$ cat src/common/ocr_regs.vh
`ifndef OCR_REGS_VH
`define OCR_REGS_VH

// Register byte offsets on the APB bus.
`define OCR_CTRL        8'h00
`define OCR_CLIP        8'h04
`define OCR_TRIM        8'h08
`define OCR_DIAG        8'h0c
`define OCR_CUST        8'h10
`define OCR_STAT        8'h14
`define OCR_HICNT       8'h18
`define OCR_LOCNT       8'h1c

// Field positions.
`define OCR_CTRL_MODE   1:0
`define OCR_CTRL_SETPT  2
`define OCR_CLIP_LO     6:0
`define OCR_CLIP_HI     14:8
`define OCR_TRIM_CODE   3:0
`define OCR_DIAG_CFG    2:0
`define OCR_CUST_BYTE   7:0

// Reset values.
`define OCR_MODE_RST    2'h0
`define OCR_SETPT_RST   1'h0
`define OCR_LO_RST      7'h00
`define OCR_HI_RST      7'h7f
`define OCR_TRIM_RST    4'h0
`define OCR_DIAG_RST    3'h0
`define OCR_CUST_RST    8'h00

// Output modes.
`define OCR_MODE_RATIO  2'h0
`define OCR_MODE_ABS    2'h1
`define OCR_MODE_1V     2'h2
`define OCR_MODE_DIG    2'h3

// High reference choices for the output converter.
`define OCR_REF_VDD     2'h0
`define OCR_REF_REG     2'h1
`define OCR_REF_1V      2'h2

// Timing: system clock and internal oscillator rates in Hz.
`define OCR_CLK_HZ      40000000
`define OCR_OSC_HZ      570000

`endif

$ cat src/design/ocr_clip_cmp.v
`timescale 1ns/1ps
`default_nettype none

// ----------------------------------------------------------------
// Clipping comparator
// ----------------------------------------------------------------
module ocr_clip_cmp #(
    parameter DW = 14
) (
    input  wire [DW-1:0] sample,
    input  wire [6:0]    upField,
    input  wire [6:0]    loField,
    output reg  [DW-1:0] limited,
    output reg           hitHigh,
    output reg           hitLow
);

    wire [DW-1:0] upThr;
    wire [DW-1:0] loThr;

    // Upper threshold padded with ones and lower threshold with zeros, above and below the field.
    assign upThr = {2'b11, upField, 5'b11111}; // [RULE_03]
    assign loThr = {2'b00, loField, 5'b00000}; // [RULE_04]

    // Unsigned compare on every sample; high side checked first.
    always @* begin
        hitHigh = (sample > upThr); // [RULE_12]
        hitLow  = (sample < loThr); // [RULE_12]
        if (hitHigh) begin
            limited = upThr; // [RULE_05]
        end else if (hitLow) begin
            limited = loThr; // [RULE_05]
        end else begin
            limited = sample; // [RULE_05]
        end
    end

endmodule // ocr_clip_cmp

`default_nettype wire

$ cat src/design/ocr_ref_decode.v
`include "ocr_regs.vh"
`timescale 1ns/1ps
`default_nettype none

// ----------------------------------------------------------------
// Reference trim and converter reference decode
// ----------------------------------------------------------------
module ocr_ref_decode (
    input  wire [3:0] trimCode,
    input  wire [7:0] backupByte,
    input  wire [1:0] outMode,
    output reg  [3:0] trimRank,
    output reg        trimMismatch,
    output reg  [1:0] dacRef
);

    // Rank 0 is the highest reference; flipping the top bit of the
    // code gives 1000 rank 0 up to 0111 rank 15.
    always @* begin
        trimRank     = {~trimCode[3], trimCode[2:0]}; // [RULE_06]
        trimMismatch = (backupByte[3:0] != trimCode); // [RULE_11]
        case (outMode)
            `OCR_MODE_1V:  dacRef = `OCR_REF_1V; // [RULE_09]
            `OCR_MODE_ABS: dacRef = `OCR_REF_REG;
            default:       dacRef = `OCR_REF_VDD;
        endcase
    end

endmodule // ocr_ref_decode

`default_nettype wire

$ cat src/design/ocr_top.v
// How it works
// [RULE_01] A 12-bit converter drives ratiometric and absolute analog modes, mode is configurable.
// [RULE_02] Both clipping limits apply in analog and in digital output modes.
// [RULE_03] Upper threshold is two ones, upper field, then five ones.
// [RULE_04] Lower threshold is two zeros, lower field, then five zeros.
// [RULE_05] Above upper gives upper, below lower gives lower, else value passes.
// [RULE_06] Trim code 1000 is highest reference, ascending codes wrap to 0111 lowest.
// [RULE_07] Diagnostic config field enables output short-circuit current limiting.
// [RULE_08] Set-point select picks about 5.0 or 5.5 volts; trim fine-adjusts it.
// [RULE_09] In 0 to 1 volt mode the trimmed 1 volt reference is converter top.
// [RULE_10] After reset release the oscillator starts at about 570 kHz.
// [RULE_11] Host checks trim code against its backup byte and restores it if different.
// [RULE_12] Bridge value is compared unsigned against both thresholds on every sample.
//
// Register access over APB and the address map were decided locally.
`include "ocr_regs.vh"
`timescale 1ns/1ps
`default_nettype none

module ocr_top #(
    parameter DW = 14,
    parameter CW = 16
) (
    input  wire          clk,
    input  wire          nrst,
    input  wire [7:0]    paddr,
    input  wire          psel,
    input  wire          penable,
    input  wire          pwrite,
    input  wire [31:0]   pwdata,
    output reg  [31:0]   prdata,
    output reg           pready,
    output reg           pslverr,
    input  wire [DW-1:0] sampleIn,
    input  wire          sampleValid,
    output reg           oscClk,
    output reg           oscRunning,
    output reg  [11:0]   dacCode,
    output reg           dacLoad,
    output reg           dacEnable,
    output reg  [1:0]    dacHighRef,
    output reg  [DW-1:0] digOut,
    output reg           digValid,
    output reg           shortProtEn,
    output reg           regSetpoint,
    output reg  [3:0]    refTrimCode,
    output reg  [3:0]    refTrimRank
);

    // ------------------------------------------------------------
    // Constants
    // ------------------------------------------------------------

    // Half period of the oscillator in system cycles, rounded down.
    localparam [31:0]  OSC_HALF = `OCR_CLK_HZ / (2 * `OCR_OSC_HZ);
    localparam [7:0]   OSC_LAST = OSC_HALF[7:0] - 8'h01;

    localparam [1:0] ST_BOOT  = 2'h0;
    localparam [1:0] ST_START = 2'h1;
    localparam [1:0] ST_RUN   = 2'h2;

    // ------------------------------------------------------------
    // Configuration and status storage
    // ------------------------------------------------------------

    reg  [1:0]    outMode;
    reg  [6:0]    upperClipField;
    reg  [6:0]    lowerClipField;
    reg  [3:0]    trimCode;
    reg  [2:0]    diagnosticCfg;
    reg  [7:0]    customerTraceByte0;
    reg  [DW-1:0] lastOut;
    reg           lastHigh;
    reg           lastLow;
    reg  [CW-1:0] highCount;
    reg  [CW-1:0] lowCount;
    reg  [1:0]    state;
    reg  [1:0]    next_state;
    reg  [7:0]    oscCnt;
    reg           oscToggle;

    wire [DW-1:0] limited;
    wire          hitHigh;
    wire          hitLow;
    wire [3:0]    trimRank;
    wire          trimMismatch;
    wire [1:0]    dacRef;

    wire          access;
    wire          wrEn;
    wire          take;
    reg  [31:0]   next_prdata;
    reg           next_pslverr;

    // ------------------------------------------------------------
    // Submodules
    // ------------------------------------------------------------

    ocr_clip_cmp #(
        .DW      (DW)
    ) uClip (
        .sample  (sampleIn),
        .upField (upperClipField),
        .loField (lowerClipField),
        .limited (limited),
        .hitHigh (hitHigh),
        .hitLow  (hitLow)
    );

    ocr_ref_decode uRef (
        .trimCode     (trimCode),
        .backupByte   (customerTraceByte0),
        .outMode      (outMode),
        .trimRank     (trimRank),
        .trimMismatch (trimMismatch),
        .dacRef       (dacRef)
    );

    // ------------------------------------------------------------
    // APB slave
    // ------------------------------------------------------------

    // Registered ready costs one wait state but keeps every output
    // on a flop; the access completes on the edge that sees it high.
    assign access = psel & penable;
    assign wrEn   = access & pready & pwrite;
    assign take   = (state == ST_RUN) & sampleValid;

    // Read mux; unmapped offsets read zero with an error answer.
    always @* begin
        next_prdata  = 32'h00000000;
        next_pslverr = 1'b0;
        case (paddr)
            `OCR_CTRL: begin
                next_prdata[`OCR_CTRL_MODE] = outMode;
                next_prdata[`OCR_CTRL_SETPT] = regSetpoint;
            end
            `OCR_CLIP: begin
                next_prdata[`OCR_CLIP_LO] = lowerClipField;
                next_prdata[`OCR_CLIP_HI] = upperClipField;
            end
            `OCR_TRIM: begin
                next_prdata[`OCR_TRIM_CODE] = trimCode;
            end
            `OCR_DIAG: begin
                next_prdata[`OCR_DIAG_CFG] = diagnosticCfg;
            end
            `OCR_CUST: begin
                next_prdata[`OCR_CUST_BYTE] = customerTraceByte0;
            end
            `OCR_STAT: begin
                next_prdata[13:0]  = lastOut;
                next_prdata[16]    = lastHigh;
                next_prdata[17]    = lastLow;
                next_prdata[20]    = trimMismatch; // [RULE_11]
                next_prdata[24]    = oscRunning;
                next_prdata[31:28] = trimRank;
            end
            `OCR_HICNT: begin
                next_prdata[CW-1:0] = highCount;
            end
            `OCR_LOCNT: begin
                next_prdata[CW-1:0] = lowCount;
            end
            default: begin
                next_pslverr = 1'b1;
            end
        endcase
    end

    // Handshake: ready rises one cycle into the access phase.
    always @(posedge clk) begin
        if (!nrst) begin
            pready  <= 1'b0;
            prdata  <= 32'h00000000;
            pslverr <= 1'b0;
        end else begin
            pready <= access & ~pready;
            if (access & ~pready) begin
                prdata  <= pwrite ? 32'h00000000 : next_prdata;
                pslverr <= next_pslverr;
            end else begin
                pslverr <= 1'b0;
            end
        end
    end

    // Writable configuration; stands in for the nonvolatile bits.
    always @(posedge clk) begin
        if (!nrst) begin
            outMode            <= `OCR_MODE_RST;
            regSetpoint        <= `OCR_SETPT_RST;
            upperClipField     <= `OCR_HI_RST;
            lowerClipField     <= `OCR_LO_RST;
            trimCode           <= `OCR_TRIM_RST;
            diagnosticCfg      <= `OCR_DIAG_RST;
            customerTraceByte0 <= `OCR_CUST_RST;
        end else if (wrEn) begin
            case (paddr)
                `OCR_CTRL: begin
                    outMode     <= pwdata[`OCR_CTRL_MODE]; // [RULE_01]
                    regSetpoint <= pwdata[`OCR_CTRL_SETPT]; // [RULE_08]
                end
                `OCR_CLIP: begin
                    lowerClipField <= pwdata[`OCR_CLIP_LO];
                    upperClipField <= pwdata[`OCR_CLIP_HI];
                end
                `OCR_TRIM: begin
                    trimCode <= pwdata[`OCR_TRIM_CODE];
                end
                `OCR_DIAG: begin
                    diagnosticCfg <= pwdata[`OCR_DIAG_CFG];
                end
                `OCR_CUST: begin
                    customerTraceByte0 <= pwdata[`OCR_CUST_BYTE];
                end
                default: begin
                end
            endcase
        end
    end

    // ------------------------------------------------------------
    // Start-up sequence and oscillator
    // ------------------------------------------------------------

    // Boot waits one cycle after reset, then for the first
    // oscillator edge, before samples are accepted.
    always @* begin
        case (state)
            ST_BOOT:  next_state = ST_START;
            ST_START: next_state = oscToggle ? ST_RUN : ST_START;
            ST_RUN:   next_state = ST_RUN;
            default:  next_state = ST_BOOT;
        endcase
    end

    // The divider runs from reset release, giving about 570 kHz.
    always @(posedge clk) begin
        if (!nrst) begin
            state      <= ST_BOOT;
            oscCnt     <= 8'h00;
            oscClk     <= 1'b0;
            oscToggle  <= 1'b0;
            oscRunning <= 1'b0;
        end else begin
            state      <= next_state;
            oscRunning <= (next_state == ST_RUN); // [RULE_10]
            oscToggle  <= (oscCnt == OSC_LAST);
            if (oscCnt == OSC_LAST) begin
                oscCnt <= 8'h00;
                oscClk <= ~oscClk; // [RULE_10]
            end else begin
                oscCnt <= oscCnt + 8'h01;
            end
        end
    end

    // ------------------------------------------------------------
    // Output stage
    // ------------------------------------------------------------

    // The clipped value goes to the converter or to the digital
    // path; the same limits apply either way.
    always @(posedge clk) begin
        if (!nrst) begin
            dacCode  <= 12'h000;
            dacLoad  <= 1'b0;
            digOut   <= {DW{1'b0}};
            digValid <= 1'b0;
            lastOut  <= {DW{1'b0}};
            lastHigh <= 1'b0;
            lastLow  <= 1'b0;
        end else begin
            dacLoad  <= take & (outMode != `OCR_MODE_DIG);
            digValid <= take & (outMode == `OCR_MODE_DIG);
            if (take) begin
                lastOut  <= limited; // [RULE_02]
                lastHigh <= hitHigh;
                lastLow  <= hitLow;
                if (outMode == `OCR_MODE_DIG) begin
                    digOut <= limited; // [RULE_02]
                end else begin
                    dacCode <= limited[DW-1:DW-12]; // [RULE_01]
                end
            end
        end
    end

    // Saturating clip counters; a write clears, but a clip in the
    // same cycle still counts so no event is lost.
    always @(posedge clk) begin
        if (!nrst) begin
            highCount <= {CW{1'b0}};
            lowCount  <= {CW{1'b0}};
        end else begin
            if (wrEn && paddr == `OCR_HICNT) begin
                highCount <= {{(CW-1){1'b0}}, take & hitHigh};
            end else if (take & hitHigh & ~&highCount) begin
                highCount <= highCount + {{(CW-1){1'b0}}, 1'b1};
            end
            if (wrEn && paddr == `OCR_LOCNT) begin
                lowCount <= {{(CW-1){1'b0}}, take & hitLow};
            end else if (take & hitLow & ~&lowCount) begin
                lowCount <= lowCount + {{(CW-1){1'b0}}, 1'b1};
            end
        end
    end

    // ------------------------------------------------------------
    // Analog control outputs
    // ------------------------------------------------------------

    // Protection is on for any nonzero diagnostic setting; the
    // converter is idle in digital mode to save power.
    always @(posedge clk) begin
        if (!nrst) begin
            dacEnable   <= 1'b0;
            dacHighRef  <= `OCR_REF_VDD;
            shortProtEn <= 1'b0;
            refTrimCode <= `OCR_TRIM_RST;
            refTrimRank <= 4'h0;
        end else begin
            dacEnable   <= (outMode != `OCR_MODE_DIG); // [RULE_01]
            dacHighRef  <= dacRef; // [RULE_09]
            shortProtEn <= (diagnosticCfg != 3'h0); // [RULE_07]
            refTrimCode <= trimCode; // [RULE_08]
            refTrimRank <= trimRank; // [RULE_06]
        end
    end

endmodule // ocr_top

`default_nettype wire

$ cat config.mk
export PLATFORM = sky130hd
export DESIGN_NAME = ocr_top
export DESIGN_NICKNAME = d
export VERILOG_FILES = /design/src/design/ocr_clip_cmp.v /design/src/design/ocr_ref_decode.v /design/src/design/ocr_top.v
export VERILOG_INCLUDE_DIRS = /design/src /design/src/common
export SDC_FILE = /design/constraint.sdc
export NUM_CORES = 1
export LEC_CHECK = 0
export BUFFER_PORTS_ARGS = -buffer_cell sky130_fd_sc_hd__buf_2
export CELL_PAD_IN_SITES_DETAIL_PLACEMENT = 0
export CELL_PAD_IN_SITES_GLOBAL_PLACEMENT = 1
export CORE_UTILIZATION = 26
export DETAILED_ROUTE_END_ITERATION = 8
export GPL_ROUTABILITY_DRIVEN = 0
export GPL_TIMING_DRIVEN = 0
export PLACE_DENSITY_LB_ADDON = 0.1
export SLEW_MARGIN = 30
export SYNTH_ARGS = -nofsm -noshare
export SYNTH_HDL_FRONTEND = slang
export SYNTH_SLANG_ARGS = --single-unit
$ cat constraint.sdc
create_clock -name clk -period 3.5 [get_ports clk]
set_clock_uncertainty 0.05 [all_clocks]
set_input_delay 1.05 -clock clk [delete_from_list [all_inputs] [get_ports clk]]
set_output_delay 1.05 -clock clk [all_outputs]
set_load 0.1 [all_outputs]
Word level (Yosys, flattened, before mapping)
Cells that the tools add are included.
W data, S select, Z words.
{ "op_classes": {"addsub": 3, "n_lt_le_gt_ge": 2, "n_eq_ne": 16, "muxes": 22, "bitwise_logic": 16, "n_reduce_logical": 23} }
{ "ops": {"columns": ["cell", "n"], "rows": [
  ["$add A16 B1 Y16 const B", 2],
  ["$eq A8 B5 Y1 const B", 4],
  ["$mux W32", 1],
  ["$reduce_and A16 Y1", 2],
  ["$mux W14", 2],
  ["$pmux W3 S8", 1],
  ["$pmux W6 S4", 1],
  ["$eq A8 B4 Y1 const B", 2],
  ["$reduce_and A2 Y1", 8],
  ["$pmux W3 S5", 1],
  ["$gt A14 B14 Y1", 1],
  ["$lt A14 B12 Y1", 1],
  ["$and A1 B1 Y1", 11],
  ["$add A8 B1 Y8 const B", 1],
  ["$eq A2 B2 Y1 const B", 4],
  ["$eq A8 B3 Y1 const B", 1],
  ["$eq A8 B6 Y1 const B", 1],
  ["$logic_not A8 Y1", 1],
  ["$reduce_or A8 Y1", 1],
  ["$mux W1", 7],
  ["$pmux W1 S6", 1],
  ["$pmux W2 S3", 1],
  ["$reduce_or A2 Y1", 3],
  ["$not A1 Y1", 5],
  ["other kinds (14)", 19]
]} }
{ "totals": {"register_bits": 167, "inputBits": 60, "out_inout_bits": 77, "elab_cells": 113} }

Logic depth before layout (Yosys ltp)
{ "depth": {"word_depth": 6, "mapped_depth": 9, "ltp_nobuf": 7} }

Hierarchy
From an unflattened synthesis, not the netlist that was laid out.
{ "hier_totals": {"cells_unflattened": 784, "hier_area_um2": 7330.8} }
{ "by_module_without_submodules": {"columns": ["mod", "instances", "cells_per_inst", "area_each_um2", "seq_area_each_um2"], "rows": [
  ["ocr_top", 1, 696, 6677.7, 3183.1],
  ["ocr_clip_cmp", 1, 77, 573.0, 0.0],
  ["ocr_ref_decode", 1, 11, 80.1, 0.0]
]} }

Least setup slack after synthesis
Ideal clock, no wire load.
{ "synth_timing": {"path_type": "input port to flip-flop", "start": "input sampleIn[11]", "end": "register lowCount[15]", "setup_ps": 70, "arrival_time_ps": 3001, "required_time_ps": 3380, "setup_slack_ps": 379, "cell_stages": 7, "path_buffers": 1, "path_cell_list": "ha_1 -> a2111oi_4 -> o41ai_2 -> a211o_1 -> buf_2 -> or4_1 -> a21oi_1"} }
{ "synth_between": {"elab_chain_len": 3} }
{ "synth_lines": {"columns": ["element", "line_no", "rtl"], "rows": [
  ["start, declared", "ocr_top.v:34", "input wire [DW-1:0] sampleIn,"],
  ["$lt A14 B12 Y1", "ocr_clip_cmp.v:28", "hitLow = (sample < loThr);"],
  ["$and A1 B1 Y1 (2 in series)", "ocr_top.v:304", "end else if (take & hitLow & ~&lowCount) begin"],
  ["end signal, assigned", "ocr_top.v:295", "lowCount <= {CW{1'b0}};"],
  ["end signal, assigned", "ocr_top.v:303", "lowCount <= {{(CW-1){1'b0}}, take & hitLow};"],
  ["end signal, assigned", "ocr_top.v:305", "lowCount <= lowCount + {{(CW-1){1'b0}}, 1'b1};"],
  ["end, declared", "ocr_top.v:76", "reg [CW-1:0] lowCount;"]
]} }
No other way between the ends.
A chain may end at the register's enable or synchronous reset.

Final worst setup path
{ "layout_timing": {"start": "input sampleIn[7]", "end": "register highCount[1]"} }
{ "layout_between": {"elab_chain_len": 3} }
{ "layout_lines": {"columns": ["element", "line_no", "rtl"], "rows": [
  ["$gt A14 B14 Y1", "ocr_clip_cmp.v:27", "hitHigh = (sample > upThr);"],
  ["$and A1 B1 Y1 (2 in series)", "ocr_top.v:299", "end else if (take & hitHigh & ~&highCount) begin"],
  ["end signal, assigned", "ocr_top.v:294", "highCount <= {CW{1'b0}};"],
  ["end signal, assigned", "ocr_top.v:298", "highCount <= {{(CW-1){1'b0}}, take & hitHigh};"],
  ["end signal, assigned", "ocr_top.v:300", "highCount <= highCount + {{(CW-1){1'b0}}, 1'b1};"],
  ["end, declared", "ocr_top.v:75", "reg [CW-1:0] highCount;"]
]} }
No other way between the ends.

==> impl_summary.md <==
STA
Dividing the final minimum period by the clock period gives 0.9403. The slew at the pin with the worst max-slew slack is 938.6 ps. The count of final max-slew check failures is 0. The final sum of negative setup slack is 0 ps. Measured against its own limit, the worst slew margin works out to 0.3674. The clock period could shrink to 3291 ps. The number of setup violations in the final report is 0. The number of hold violations in the final report was 0. The maximum frequency from static timing analysis is 303.8 MHz. Setup repair after global routing left no endpoint under its margin.

Die
The starting utilization of the core area is 0.2680. Measured along the y axis, the die boundary spans 169.6 µm. The placeable core region is 27250 µm². The number of ports placed on the die boundary is 137. The die covers 28760 µm². The overall die width is 169.6 µm. The total number of placement rows is 60.

Layout
The filler cells instantiated in the layout total 2954. The multi-input gate area in the final layout is 3809 µm². The design area is 8990 µm². The area used by sequential logic in the layout is 3123 µm².

The antenna diode count is 0. For this run, the post-layout net count is 1060. The layout cell share with drive strength beyond 1 is 0.1817. The growth of design area from synthesis to finish is 23.12%.

Yosys
After synthesis the cells add up to 7302 µm². Of the synthesized area, sequential elements account for 0.4277. For this run, the leading register cell type out of synthesis is sky130_fd_sc_hd__dfxtp_1. The number of synthesized flops with an enable pin is 0. The proportion of register bits with asynchronous set or reset after synthesis is 0. The number of different library cells in the post-synthesis netlist is 59. A synthesized cell averages 8.601 µm². The yosys synthesis warning count is 0. The count of state elements after synthesis is 156.

The post-synthesis instance total is 849.

Setup path
The critical path is of the input port to flop type. At the worst endpoint, the required time is 3800 ps. The endpoint of the worst-slack reg-to-reg timing path is lowCount[0]. The reg-to-reg startpoint is lowerClipField[6]. For the worst setup path, the data arrival time is 3590 ps. The number of cells on the worst reg-to-reg path is 9.

The critical path ends at highCount[1]. The endpoint kind of the worst setup timing path is a flop. The maximum fanout along the worst path is 10. The startpoint type of the worst setup path is an input port. For flop-to-flop paths, the worst setup slack is 490 ps.

Tracing the worst setup path back leads to its startpoint at sampleIn[7].

Routing
In this run, the number of DRC markers left after iteration 0 of detailed routing was 514. The via total after detailed routing is 6953. In the final routed layout, each cell accounts on average for 19.85 µm. The DRC violation count after routing is 0.

Summed over all layers, the routed wires come to 27160 µm. The count of nets left with antenna violations once routing finished came out at 0. Dividing the detail-routed via count by the number of cells gives 5.083. For this run, the detailed router's first-pass iteration total came to 5.

Power
IR analysis of the VDD net gives a maximum drop of 276.2 µV. Summed over all nets, the switching power comes to 0.001084 W. The design internal power is 0.003006 W. Of the total power, the share spent switching nets is 0.2650. The leakage component of the power is 3.469 nW.

Power spread over the standard cell area amounts to 455.0 nW/µm². Of the total power, combinational logic draws 0.058. The sequential fraction of design power is 0.436. The share of total power dissipated in the clock network is 0.506.

CTS
The CTS tree is built. The maximum number of buffers from clock root to sink is 2. The clock tree synthesis step divided the H-tree into 4 levels. The setup fix buffers added after clock tree synthesis is 0.

At the later pin of the worst-skew pair, clock insertion delay measures 430 ps. The root buffer cell chosen for the clock tree is sky130_fd_sc_hd__clkbuf_16. The TritonCTS buffer count is 17. The clock drives 156 sinks. After clock tree synthesis, the clock-pin slew on the worst setup and hold paths is 70 ps.

Min path
The path class of the tightest hold or removal check is flop to flop. The worst hold path passes through 2 cells.

Global routing
The global-route wire length before repair is 41660 µm. The number of antenna violations at the first check in global routing was 0. The via count of the first global-routing pass is 6840. The sum of overflow across all layers after global routing is 0. The largest net degree at the start of global routing is 18.

The total routing resource utilization after global routing is 0.1928.

Place
The post-detailed-placement cell area is 8341 µm². The number of I/O port buffers is 108. The HPWL reported at the end of detailed placement is 20950 µm.

Run status
The run finished with clean final reports.

Job
The max-capacitance violation count is 0.
## critical path, cell delays in order
cell,delay [ps]
sky130_fd_sc_hd__buf_2,140
sky130_fd_sc_hd__ha_1,320
sky130_fd_sc_hd__a211oi_1,220
sky130_fd_sc_hd__o21ai_0,180
sky130_fd_sc_hd__a22oi_2,450
sky130_fd_sc_hd__clkbuf_1,410
sky130_fd_sc_hd__clkbuf_1,440
sky130_fd_sc_hd__o21ai_0,200
sky130_fd_sc_hd__a21oi_1,170
## cell type report
class                      instances  area share
buffer                            67     0.03493
clock buffer                      17     0.04732
clock inverter                    15     0.02436
inverter                          25     0.01044
multi-input combinational        608      0.4237
sequential                       156      0.3474
tap                              372     0.05177
timing repair buffer             108     0.06013
## Yosys cell counts, drive strengths merged (3+ instances only)
| library cell | number | area, µm² |
|---|---|---|
| dfxtp | 156 | 3123 |
| nand2 | 109 | 409.1 |
| a21oi | 76 | 380.4 |
| nor2 | 51 | 191.4 |
| nand3 | 43 | 215.2 |
| clkbuf | 38 | 143.9 |
| buf | 29 | 170.2 |
| mux2i | 28 | 280.3 |
| o31ai | 28 | 210.2 |
| o21ai | 27 | 135.1 |
| inv | 25 | 93.84 |
| or4 | 22 | 165.2 |
| nand4 | 20 | 125.1 |
| and3 | 19 | 118.9 |
| ha | 17 | 212.7 |
| a221oi | 14 | 122.6 |
| o32ai | 14 | 122.6 |
| a211oi | 11 | 82.58 |
| nor3 | 11 | 60.06 |
| a21o | 9 | 67.56 |
| a22oi | 9 | 67.56 |
| and2 | 9 | 56.30 |
| o211ai | 8 | 60.06 |
| a222oi | 6 | 60.06 |
| a31oi | 6 | 37.54 |
| nor3b | 6 | 45.04 |
| xor2 | 6 | 52.55 |
| xnor2 | 5 | 43.79 |
| and4 | 4 | 35.03 |
| or3 | 4 | 25.02 |
| a311oi | 3 | 26.28 |
| nor2b | 3 | 18.77 |
| o2bb2ai | 3 | 26.28 |
| or2 | 3 | 18.77 |
## layer usage
| layer | vias to the layer above | part of all wire | track usage | routed length (µm) |
|---|---|---|---|---|
| met1 | 3341 | 0.50 | 0.2770 | 13670 |
| met5 | - | 0 | 0 | 0 |
| met4 | 0 | 0.0085 | 0.03995 | 231 |
| met2 | 194 | 0.45 | 0.2997 | 12110 |
| li1 | 3404 | - | - | - |
| met3 | 14 | 0.042 | 0.03265 | 1144 |
## placed cells by master (no fill, tap or decap), types with 7 or more instances in the layout
cell,n
sky130_fd_sc_hd__dfxtp_1,156
sky130_fd_sc_hd__buf_2,118
sky130_fd_sc_hd__nand2_1,109
sky130_fd_sc_hd__a21oi_1,76
sky130_fd_sc_hd__nor2_1,51
sky130_fd_sc_hd__nand3_1,43
sky130_fd_sc_hd__clkbuf_1,37
sky130_fd_sc_hd__mux2i_1,28
sky130_fd_sc_hd__o31ai_1,28
sky130_fd_sc_hd__o21ai_0,26
sky130_fd_sc_hd__inv_1,25
sky130_fd_sc_hd__or4_1,22
sky130_fd_sc_hd__nand4_1,20
sky130_fd_sc_hd__and3_1,19
sky130_fd_sc_hd__ha_1,17
sky130_fd_sc_hd__clkbuf_16,17
sky130_fd_sc_hd__a221oi_1,14
sky130_fd_sc_hd__o32ai_1,14
sky130_fd_sc_hd__a211oi_1,11
sky130_fd_sc_hd__buf_4,11
sky130_fd_sc_hd__nor3_1,10
sky130_fd_sc_hd__a21o_1,9
sky130_fd_sc_hd__a22oi_1,8
sky130_fd_sc_hd__o211ai_1,8
sky130_fd_sc_hd__conb_1,8
sky130_fd_sc_hd__buf_1,7
sky130_fd_sc_hd__and2_1,7
## how the worst min path moves through the flow
stage / startpoint / endpoint / slack (ps)
after floorplan: lastHigh / lastHigh / 390
after global placement: prdata[12] / prdata[12] / 380
after detailed placement: prdata[4] / prdata[4] / 390
after CTS: prdata[4] / prdata[4] / 410
after global routing: prdata[11] / prdata[11] / 430
final: prdata[5] / prdata[5] / 390
## state kept, by name, summed over array words and instances (netlist names), 3 cells and up
| name | cells |
|---|---|
| customerTraceByte0 | 8 |
| dacCode | 12 |
| diagnosticCfg | 3 |
| digOut | 14 |
| highCount | 16 |
| lastOut | 14 |
| lowCount | 16 |
| lowerClipField | 7 |
| oscCnt | 8 |
| prdata | 24 |
| refTrimCode | 4 |
| trimCode | 4 |
| upperClipField | 7 |
## stage by stage
step | instances | utilization | power, W | hold WS, ps | worst slack, ps
global placement | 1336 | 0.3058 | 0.002066 | 379.2 | -515.3
detailed placement | 1336 | 0.3061 | 0.002063 | 387.6 | -463.4
global route | 1368 | 0.3299 | 0.004225 | 427.6 | 12.26
floorplan | 856 | - | 0.001974 | 386.6 | 378.7
finish | 1368 | 0.3299 | 0.004090 | 394.9 | 208.8
CTS | 1368 | 0.3299 | 0.004131 | 405.1 | 175.9
## repair_timing
item                       4_1_cts  5_1_grt
hold buffers                     0        0
resized for setup                1        0
setup endpoints to repair        1        0
## power groups by stage
stage | clock, W | sequential (W) | combinational, W
6_report | 0.00207 | 0.00178 | 0.000236
5_1_grt | 0.00219 | 0.00179 | 0.000255
4_1_cts | 0.00211 | 0.00178 | 0.000238
3_5_place_dp | 0 | 0.00183 | 0.000237
3_3_place_gp | 0 | 0.00183 | 0.000240
2_1_floorplan | 0 | 0.00184 | 0.000133
## cells by family after synthesis
kind of cell               count (synthesis)  synth area share
and+or+nand+nor                          314            0.2162
AOI/OAI and AO/OA                        226            0.2097
DFF                                      156            0.4277
buffers and inverters                     92           0.05586
muxes                                     32           0.04763
adders and majority gates                 17           0.02913
xor gates and xnor gates                  11           0.01319
other                                      1         0.0005136
Power figures use the tool's default switching activity.
